[src/logic/glue_pkg.sv]
// Purpose: Shared constants and carrier types for the bus glue block
// Assumes: Single 25 MHz clock, all pin inputs asynchronous to it
// Notes: Times are kept in ns and turned into cycle counts here
package glue_pkg;

  // Clock and timing
  localparam int CLK_PERIOD_NS = 40;
  localparam int SBHE_HOLD_NS = 5;
  localparam int SRAM_WR_MIN_NS = 50;
  // Least times round up to whole cycles, never below one
  localparam int SBHE_HOLD_CYC_I = (SBHE_HOLD_NS + CLK_PERIOD_NS - 1) / CLK_PERIOD_NS;
  localparam int SRAM_WR_MIN_CYC_I = (SRAM_WR_MIN_NS + CLK_PERIOD_NS - 1) / CLK_PERIOD_NS;
  localparam int CNT_W = 3;
  localparam logic [CNT_W-1:0] SBHE_HOLD_CYC = (SBHE_HOLD_CYC_I < 1) ? CNT_W'(1) :
    CNT_W'(SBHE_HOLD_CYC_I);
  localparam logic [CNT_W-1:0] SRAM_WR_MIN_CYC = (SRAM_WR_MIN_CYC_I < 1) ? CNT_W'(1) :
    CNT_W'(SRAM_WR_MIN_CYC_I);
  localparam logic [CNT_W-1:0] CNT_ZERO = 3'h0;
  localparam logic [CNT_W-1:0] CNT_ONE = 3'h1;

  // Indicator positions within the programmable I/O word
  localparam int PIO_W = 16;
  localparam int ACT_LEDS = 8;
  localparam int ACT_BIT7 = 15;
  localparam int ACT_BIT6 = 14;
  localparam int ACT_BIT5 = 5;
  localparam int ACT_BIT4 = 4;
  localparam int ACT_BIT3 = 3;
  localparam int ACT_BIT2 = 2;
  localparam int ACT_BIT1 = 1;
  localparam int ACT_BIT0 = 0;
  localparam int ETH_LEDS = 4;

  // Reset values of the outputs (all active-low lines inactive)
  localparam logic RST_INACTIVE_N = 1'h1;
  localparam logic [ACT_LEDS-1:0] RST_ACT = 8'h00;
  localparam logic [ETH_LEDS-1:0] RST_ETH = 4'h0;

  // Eight glue inputs from the processor and controller side
  typedef struct packed {
    logic iorN;       // I/O read strobe
    logic iowN;       // I/O write strobe
    logic bheN;       // Processor byte high enable
    logic addr0;      // Address bit 0
    logic writeHighByteStrobeN;
    logic writeLowByteStrobeN;
    logic lowerMemSelectN;
    logic masterN;    // Ethernet controller owns the bus
  } glueIn_t;

  // Flash chip-enable sources
  typedef struct packed {
    logic upperMemSelectN;
    logic extFlashSelectN;
    logic flashSourceSelector;  // 1 = expansion connector drives flash
  } flashIn_t;

  // Six glue outputs
  typedef struct packed {
    logic sbheN;
    logic ramSelectOutN;
    logic sramWriteN;
    logic flashCeN;
    logic spare0;
    logic spare1;
  } glueOut_t;

  // One-shot states
  typedef enum logic [2:0] {
    S_IDLE = 3'b001,
    S_CYCLE = 3'b010,
    S_HOLD = 3'b100
  } sbheState_t;

endpackage

[src/logic/isa_glue_logic.sv]
// Purpose: Glue between a microcontroller local bus, an ISA Ethernet controller and memory
// Assumes: Pins are asynchronous and pass a two-flop synchroniser first
// Notes: Every output except the two spares is registered, so outputs lag pins by three clocks
`timescale 1ns/1ps
`default_nettype none

////////////////////////////////////////////////////////////////////////////////
// Two-flop synchroniser, parameterised width
module glue_sync2 #(
  parameter int W = 1
) (
  input wire logic clk,
  input wire logic rstn,
  input wire logic [W-1:0] rstVal,
  input wire logic [W-1:0] d,
  output logic [W-1:0] q
);
  logic [W-1:0] meta_q;
  logic [W-1:0] held_q;
  logic [W-1:0] warm_q;
  logic [W-1:0] loaded_q;

  // Only the second stage reads the first; the valid mask waits two edges
  // so the zero left in the second stage by reset never reaches the logic
  always_ff @(posedge clk or negedge rstn) begin
    if (!rstn) begin
      meta_q <= '0;
      held_q <= '0;
      warm_q <= '0;
      loaded_q <= '0;
    end else begin
      meta_q <= d;
      held_q <= meta_q;
      warm_q <= '1;
      loaded_q <= warm_q;
    end
  end

  // Until data has passed, present the inactive level given by the parent
  assign q = (loaded_q & held_q) | (~loaded_q & rstVal);
endmodule

////////////////////////////////////////////////////////////////////////////////
// Top glue block
module isa_glue_logic (
  input wire logic clk,
  input wire logic rstn,
  input wire glue_pkg::glueIn_t busIn,
  input wire glue_pkg::flashIn_t flashIn,
  input wire logic midrangeMemSelect0N,
  input wire logic [glue_pkg::PIO_W-1:0] programmableIo,
  input wire logic [glue_pkg::ETH_LEDS-1:0] ethStatusOut,
  output glue_pkg::glueOut_t glueOut,
  output logic [glue_pkg::ACT_LEDS-1:0] activityLed,
  output logic [glue_pkg::ETH_LEDS-1:0] ethStatusLed
);
  import glue_pkg::*;

  localparam int BUS_W = $bits(glueIn_t);
  localparam int FL_W = $bits(flashIn_t);
  localparam int MISC_W = PIO_W + ETH_LEDS;

  glueIn_t busS;
  flashIn_t flashS;
  logic [MISC_W-1:0] miscS;
  logic [PIO_W-1:0] pioS;
  logic [ETH_LEDS-1:0] ethS;

  //////////////////////////////////////////////////////////////////////////////
  // Synchronisers; strobes and selects rest inactive until data arrives
  glue_sync2 #(.W(BUS_W)) syncBus (
    .clk(clk),
    .rstn(rstn),
    .rstVal(8'hFF),
    .d(busIn),
    .q(busS)
  );

  glue_sync2 #(.W(FL_W)) syncFlash (
    .clk(clk),
    .rstn(rstn),
    .rstVal(3'h6),
    .d(flashIn),
    .q(flashS)
  );

  glue_sync2 #(.W(MISC_W)) syncMisc (
    .clk(clk),
    .rstn(rstn),
    .rstVal(20'h00000),
    .d({programmableIo, ethStatusOut}),
    .q(miscS)
  );

  // Mid-range select has no effect on any output
  assign pioS = miscS[MISC_W-1:ETH_LEDS];
  assign ethS = miscS[ETH_LEDS-1:0];

  //////////////////////////////////////////////////////////////////////////////
  // Byte high enable decode
  wire logic readCyc = ~busS.iorN;
  wire logic writeCyc = ~busS.iowN;
  wire logic strobeOn = readCyc | writeCyc;
  wire logic wordEvenWr = writeCyc & ~busS.bheN & ~busS.addr0;
  wire logic byteOddWr = writeCyc & ~busS.bheN & busS.addr0;
  wire logic upperLane = wordEvenWr | byteOddWr;
  wire logic sbheWant = readCyc | upperLane;

  sbheState_t state_q;
  sbheState_t state_d;
  logic [CNT_W-1:0] holdCnt_q;
  logic [CNT_W-1:0] holdCnt_d;
  logic sbheN_q;
  logic sbheN_d;

  // One-shot: reload at strobe end, hold enable until count expires
  always_comb begin
    state_d = state_q;
    holdCnt_d = holdCnt_q;
    sbheN_d = sbheN_q;
    case (state_q)
      S_IDLE: begin
        sbheN_d = RST_INACTIVE_N;
        if (strobeOn) begin
          state_d = S_CYCLE;
          sbheN_d = ~sbheWant;
        end
      end
      S_CYCLE: begin
        if (strobeOn) begin
          sbheN_d = ~sbheWant;
        end else begin
          state_d = S_HOLD;
          holdCnt_d = SBHE_HOLD_CYC;
        end
      end
      S_HOLD: begin
        if (strobeOn) begin
          state_d = S_CYCLE;
          sbheN_d = ~sbheWant;
        end else if (holdCnt_q <= CNT_ONE) begin
          state_d = S_IDLE;
          holdCnt_d = CNT_ZERO;
          sbheN_d = RST_INACTIVE_N;
        end else begin
          holdCnt_d = holdCnt_q - CNT_ONE;
        end
      end
      default: begin
        state_d = S_IDLE;
        holdCnt_d = CNT_ZERO;
        sbheN_d = RST_INACTIVE_N;
      end
    endcase
  end

  // One-shot registers
  always_ff @(posedge clk or negedge rstn) begin
    if (!rstn) begin
      state_q <= S_IDLE;
      holdCnt_q <= CNT_ZERO;
      sbheN_q <= RST_INACTIVE_N;
    end else begin
      state_q <= state_d;
      holdCnt_q <= holdCnt_d;
      sbheN_q <= sbheN_d;
    end
  end

  //////////////////////////////////////////////////////////////////////////////
  // SRAM write strobe: merged byte strobes, stretched to the least width
  wire logic byteWrOn = ~busS.writeHighByteStrobeN | ~busS.writeLowByteStrobeN;
  logic byteWrOn_q;
  logic [CNT_W-1:0] wrCnt_q;
  wire logic wrStart = byteWrOn & ~byteWrOn_q;
  wire logic [CNT_W-1:0] wrCnt_d = wrStart ? SRAM_WR_MIN_CYC - CNT_ONE :
    (wrCnt_q != CNT_ZERO) ? wrCnt_q - CNT_ONE : CNT_ZERO;
  wire logic sramWrNext = ~(byteWrOn | (wrCnt_q != CNT_ZERO));

  // RAM select stays on while the controller masters the bus
  wire logic ramSelNext = busS.lowerMemSelectN & busS.masterN;

  // Flash enable source select; unselected source never reaches the flash
  wire logic flashNext = flashS.flashSourceSelector ?
    flashS.extFlashSelectN : flashS.upperMemSelectN;

  // Indicator routing
  wire logic [ACT_LEDS-1:0] actNext = {pioS[ACT_BIT7], pioS[ACT_BIT6], pioS[ACT_BIT5],
    pioS[ACT_BIT4], pioS[ACT_BIT3], pioS[ACT_BIT2], pioS[ACT_BIT1], pioS[ACT_BIT0]};
  wire logic [ETH_LEDS-1:0] ethNext = {ethS[0], ethS[1], ethS[2], ethS[3]};

  logic ramSel_q;
  logic sramWr_q;
  logic flashCe_q;
  logic [ACT_LEDS-1:0] act_q;
  logic [ETH_LEDS-1:0] eth_q;

  // Output and stretch registers
  always_ff @(posedge clk or negedge rstn) begin
    if (!rstn) begin
      byteWrOn_q <= 1'h0;
      wrCnt_q <= CNT_ZERO;
      ramSel_q <= RST_INACTIVE_N;
      sramWr_q <= RST_INACTIVE_N;
      flashCe_q <= RST_INACTIVE_N;
      act_q <= RST_ACT;
      eth_q <= RST_ETH;
    end else begin
      byteWrOn_q <= byteWrOn;
      wrCnt_q <= wrCnt_d;
      ramSel_q <= ramSelNext;
      sramWr_q <= sramWrNext;
      flashCe_q <= flashNext;
      act_q <= actNext;
      eth_q <= ethNext;
    end
  end

  // Six outputs, two spare held inactive
  assign glueOut = '{sbheN: sbheN_q, ramSelectOutN: ramSel_q, sramWriteN: sramWr_q,
    flashCeN: flashCe_q, spare0: RST_INACTIVE_N, spare1: RST_INACTIVE_N};
  assign activityLed = act_q;
  assign ethStatusLed = eth_q;

endmodule

`default_nettype wire

[config.mk]
export PLATFORM = sky130hd
export DESIGN_NAME = isa_glue_logic
export DESIGN_NICKNAME = d
export VERILOG_FILES = /design/src/logic/glue_pkg.sv /design/src/logic/isa_glue_logic.sv
export SDC_FILE = /design/constraint.sdc
export NUM_CORES = 1
export LEC_CHECK = 0
export ABC_AREA = 1
export BUFFER_PORTS_ARGS = -buffer_cell sky130_fd_sc_hd__buf_2
export CAP_MARGIN = 20
export CORE_ASPECT_RATIO = 0.8
export CORE_MARGIN = 4
export CORE_UTILIZATION = 52
export CTS_CLUSTER_SIZE = 40
export DETAILED_ROUTE_END_ITERATION = 7
export PLACE_DENSITY = 0.76
export RECOVER_POWER = 100
export SYNTH_ARGS = -nofsm -noshare
export SYNTH_HDL_FRONTEND = slang
export SYNTH_SLANG_ARGS = --single-unit
[constraint.sdc]
create_clock -name clk -period 1.3 [get_ports clk]
set_input_delay 0.26 -clock clk [delete_from_list [all_inputs] [get_ports clk]]
set_output_delay 0.26 -clock clk [all_outputs]
set_load 0.1 [all_outputs]
# Yosys cells after proc, flatten, opt, wreduce, memory -nomap -nowiden
# Index checks and enable logic that the tools add are counted.
[classes] addsub=2 order_cmp=1 n_eq_ne=8 muxes=17 n_bitwise=27 reduce_logical=4
[ops] cell="$mux 3" count=9
[ops] cell="$and 20x20->20" count=1
[ops] cell="$pmux 3 s3" count=2
[ops] cell="$not 1->1" count=10
[ops] cell="$and 8x8->8" count=1
[ops] cell="$ne 2x2->1 const B" count=4
[ops] cell="$not 8->8" count=1
[ops] cell="$or 8x8->8" count=1
[ops] cell="$reduce_and 3->1" count=2
[ops] cell="$sub 3x1->3 const B" count=2
[ops] cell="$and 1x1->1" count=5
[ops] cell="$mux 1" count=5
[ops] cell="$or 1x1->1" count=5
[ops] cell="$and 3x3->3" count=1
[ops] cell="$eq 3x1->1 const B" count=1
[ops] cell="$eq 3x2->1 const B" count=1
[ops] cell="$eq 3x3->1 const B" count=1
[ops] cell="$le 3x1->1 const B" count=1
[ops] cell="$ne 3x3->1 const B" count=1
[ops] cell="$not 3->3" count=1
[ops] cell="$or 3x3->3" count=1
[ops] cell="$pmux 1 s3" count=1
[ops] cell="$reduce_bool 3->1" count=1
[ops] cell="$reduce_and 2->1" count=1
[totals] ff_bits=94 out_inout_bits=18

# Depth between registers and ports, before layout
[depth] word_depth=10 ltp_mapped=8

# By module
# A second synthesis with hierarchy kept.
[unflattened] hier_cells=283 hier_area_um2=3230.6
[by_module_without_submodules] mod="glue_sync2 (syncMisc)" instances=1 cells_each=108 area_per_inst_um2=1321.3 seq_area_each_um2=1051.0
[by_module_without_submodules] mod="isa_glue_logic" instances=1 cells_each=111 area_per_inst_um2=1108.6 seq_area_each_um2=656.9
[by_module_without_submodules] mod="glue_sync2 (syncBus)" instances=1 cells_each=45 area_per_inst_um2=559.3 seq_area_each_um2=450.4
[by_module_without_submodules] mod="glue_sync2 (syncFlash)" instances=1 cells_each=19 area_per_inst_um2=241.5 seq_area_each_um2=200.2

# Least setup slack after synthesis
# Ideal clock, no wire load.
[synth_path] path_kind="reg2out" start="register act_q[0] (netlist: activityLed[0])" end="output port activityLed[0] in the netlist's numbering" arrival_time_ps=883 required_time_ps=1040 slack_ps=157 stages_incl_launch_ff=1 cell_sequence="dfrtp_1"
[synth_rtl] element="start, declared" line="isa_glue_logic.sv:195" text="logic [ACT_LEDS-1:0] act_q;"
[synth_rtl] element="start signal, assigned" line="isa_glue_logic.sv:214" text="act_q <= actNext;"
[synth_rtl] element="end, declared" line="isa_glue_logic.sv:54" text="output logic [glue_pkg::ACT_LEDS-1:0] activityLed,"
# No word-level cell between the ends.

# Final worst setup path
[layout_path] start="register sbheN_q" end="output port glueOut[5] in the netlist's numbering"
[layout_rtl] element="start, declared" line="isa_glue_logic.sv:113" text="logic sbheN_q;"
[layout_rtl] element="start signal, assigned" line="isa_glue_logic.sv:166" text="sbheN_q <= sbheN_d;"
[layout_rtl] element="end, declared" line="isa_glue_logic.sv:53" text="output glue_pkg::glueOut_t glueOut,"
# No word-level cell between the ends.

==> results.json <==
{
  "initial_utilization_pct": 54.6,
  "drive_gt1_share_pct": 28.5,
  "post_drt_wl_per_cell_um": 11.7,
  "tns_ps": -49.5,
  "yosys_warnings": 0,
  "pin_count": 52,
  "ant_nets": 0,
  "synthCells": 185,
  "synthTopCellsByArea": "dfrtp_1 (72%), nand2_1 (6.6%), dfstp_2 (5.7%)",
  "endpoint_kind": "output pin",
  "p_per_area_mw_per_mm2": 1720,
  "fin_area_mm2": 0.00292,
  "hold_depth": 1,
  "rr_worst_depth": 8,
  "slew-limit-headroom_pct": 64.2,
  "antenna_found_initial": 0,
  "final.setup_skew_ps": 5.18,
  "rsz0062_at_grt": "true",
  "place_hpwl_um": 2530,
  "drt_iter0_markers": 62,
  "finalCritPeriodShare_pct": 101,
  "setup_viol_count_final": 4,
  "seqCellArea_mm2": 0.00181,
  "synth-seq-area-share_pct": 77.8,
  "path_max_fanout": 2,
  "chipHeight_um": 67.8,
  "hold_violations": 0,
  "cp_data_required_time_ps": 1040,
  "grt_max_degree": 23,
  "die_x_um": 82.7,
  "cts_max_level": 3,
  "yosysUniqueCellTypes": 20,
  "hold_slack_ps": 26.2,
  "area_growth_syn_to_layout_pct": 25.6,
  "grt_pass1_wl_um": 5840,
  "drv_cap": 0,
  "path_delay_family": "flip-flops",
  "synth_top_area_share_pct": 72.2,
  "cts-buffers-inserted": 9,
  "worst_setup_path_start_kind": "flip-flop",
  "rows": 21,
  "synth_top_cell_by_area": "dfrtp_1",
  "startpoint": "sbheN_q",
  "irDropWorstVdd_mv": 1.04,
  "grt.total_usage_pct": 15.6,
  "cts_buffer_depth": 2,
  "slew_violations": 0,
  "dp.cells": 280,
  "stdcell_count": 303,
  "dieArea_mm2": 0.00561,
  "root_buffer": "clkbuf_8",
  "reg2reg_slack_ps": 100,
  "hold_end": "syncBus.meta_q[3]",
  "clkTransAtPathRegs_ps": 60,
  "io_buffers": 39,
  "multi_input_area_um2": 382,
  "hp-class": "in2reg",
  "worstMarginPinSlew_ps": 537,
  "syn_area_mm2": 0.00232,
  "cts.sinks": 72,
  "critPathBufInv": 1,
  "cts_tree": "yes",
  "critPathSlowestCell": "dfstp_2",
  "overflow": 0,
  "placed_area_mm2": 0.00283,
  "insertedDiodeCount": 0,
  "grt_pass1_vias": 1298,
  "synth.avg_cell_area_um2": 12.6,
  "status": "finished with violations",
  "critPathArrivalTime_ps": 1060,
  "p_leak_nw": 1.56,
  "violations": "negative setup slack",
  "timing.rr.end": "holdCnt_q[1]",
  "final_nets": 278,
  "hold_start": "busIn[3]",
  "fillers": 313,
  "coreArea_mm2": 0.00426,
  "drt_pass1_iterations": 4,
  "drc_errors": 0,
  "timing.fmax_mhz": 759,
  "crit_type": "reg2out",
  "period_minus_slack_ps": 1320,
  "wirelength_um": 3560,
  "vias_per_cell": 4.41,
  "synth_seq_cells": 72,
  "worstPathCellList": "buf_12",
  "clock_latency_ps": 340,
  "vias": 1335,
  "critPathMaxStageDelay_ps": 550,
  "r2r_start": "holdCnt_q[1]",
  "worst_slack_ps": -17.8,
  "gp_congestion": 0.873
}
## cells in the final DEF, fill, tap and decap left out, types with 5 or more instances in the layout
cell type      Yosys  final
dfrtp_1           67     67
nand2_1           41     42
inv_1             26     26
buf_2              1     22
buf_4              6     11
clkbuf_8           0     10
nor2_1             9      8
clkbuf_1           0      6
dfstp_2            5      5
dlygate4sd3_1      0      5
## registers in the layout, indices dropped and copies added, names as in the netlist, 3 cells and up
register / count
ethStatusLed: 4
syncBus.meta_q: 7
holdCnt_q: 3
state_q: 3
syncFlash.held_q: 3
syncMisc.meta_q: 12
syncFlash.meta_q: 3
wrCnt_q: 3
syncBus.held_q: 7
syncMisc.held_q: 12
activityLed: 8
## metal layers
metal	global-route usage, %	wire length (µm)
met1	16.0	1290
met2	26.2	1930
met3	6.40	230
met4	10.0	111
met5	0	0
## repair_timing
item | CTS | global route
endpoints found under the setup margin | 6 | 9
hold endpoints to repair | 10 | 4
setup buffers | 1 | 2
hold buffers | 1 | 4
gates resized for setup | 2 | 6
pin swaps | 0 | 6
## kinds of logic after synthesis
group                      Yosys count  share of synthesized area (%)
AOI/OAI and AO/OA                   13                           3.34
xor gates and xnor gates             1                          0.377
adders and majority gates            2                           1.08
buffers and inverters               36                           6.84
DFF                                 72                           77.8
other                                1                          0.161
and+or+nand+nor                     60                           10.4
## where the power goes
part / internal, mW / switching (mW)
Clock: 0.734 / 0.695
Combinational: 0.353 / 0.708
Sequential: 2.44 / 0.0980
Total: 3.53 / 1.50
## worst max path at each step
stage / to / cells after the start
finish: glueOut[5] / 1
global route: glueOut[5] / 1
CTS: glueOut[5] / 1
detailed placement: holdCnt_q[2] / 6
global placement: holdCnt_q[0] / 6
floorplan: activityLed[0] / 0
## layout make-up
cell class                      instances  area share (%)
Inverter                               29            3.73
Tap cell                               57            2.44
Clock inverter                          1           0.172
Sequential cell                        72            62.0
Timing Repair Buffer                   51            13.4
Multi-Input combinational cell         79            13.1
Clock buffer                           14            5.23
## cell usage after synthesis (all sizes together)
cell / count
a21boi: 1
nand3: 5
o21ai: 7
nor3: 2
xnor2: 1
ha: 2
nor2: 9
conb: 1
dfstp: 5
nand2: 44
inv: 29
o21bai: 1
buf: 7
dfrtp: 67
a21oi: 4
## stage by stage
| step | total power [mW] | worst slack (ps) | utilization, % |
|---|---|---|---|
| after floorplan | 3.28 | 157 | - |
| after global placement | 3.59 | 84.6 | 66.4 |
| after detailed placement | 3.63 | 58.5 | 66.4 |
| after CTS | 5.09 | -44.0 | 70.6 |
| after global routing | 5.31 | -62.5 | 68.5 |
| final | 5.03 | -17.8 | 68.5 |
(Power assumes the default switching activity.)
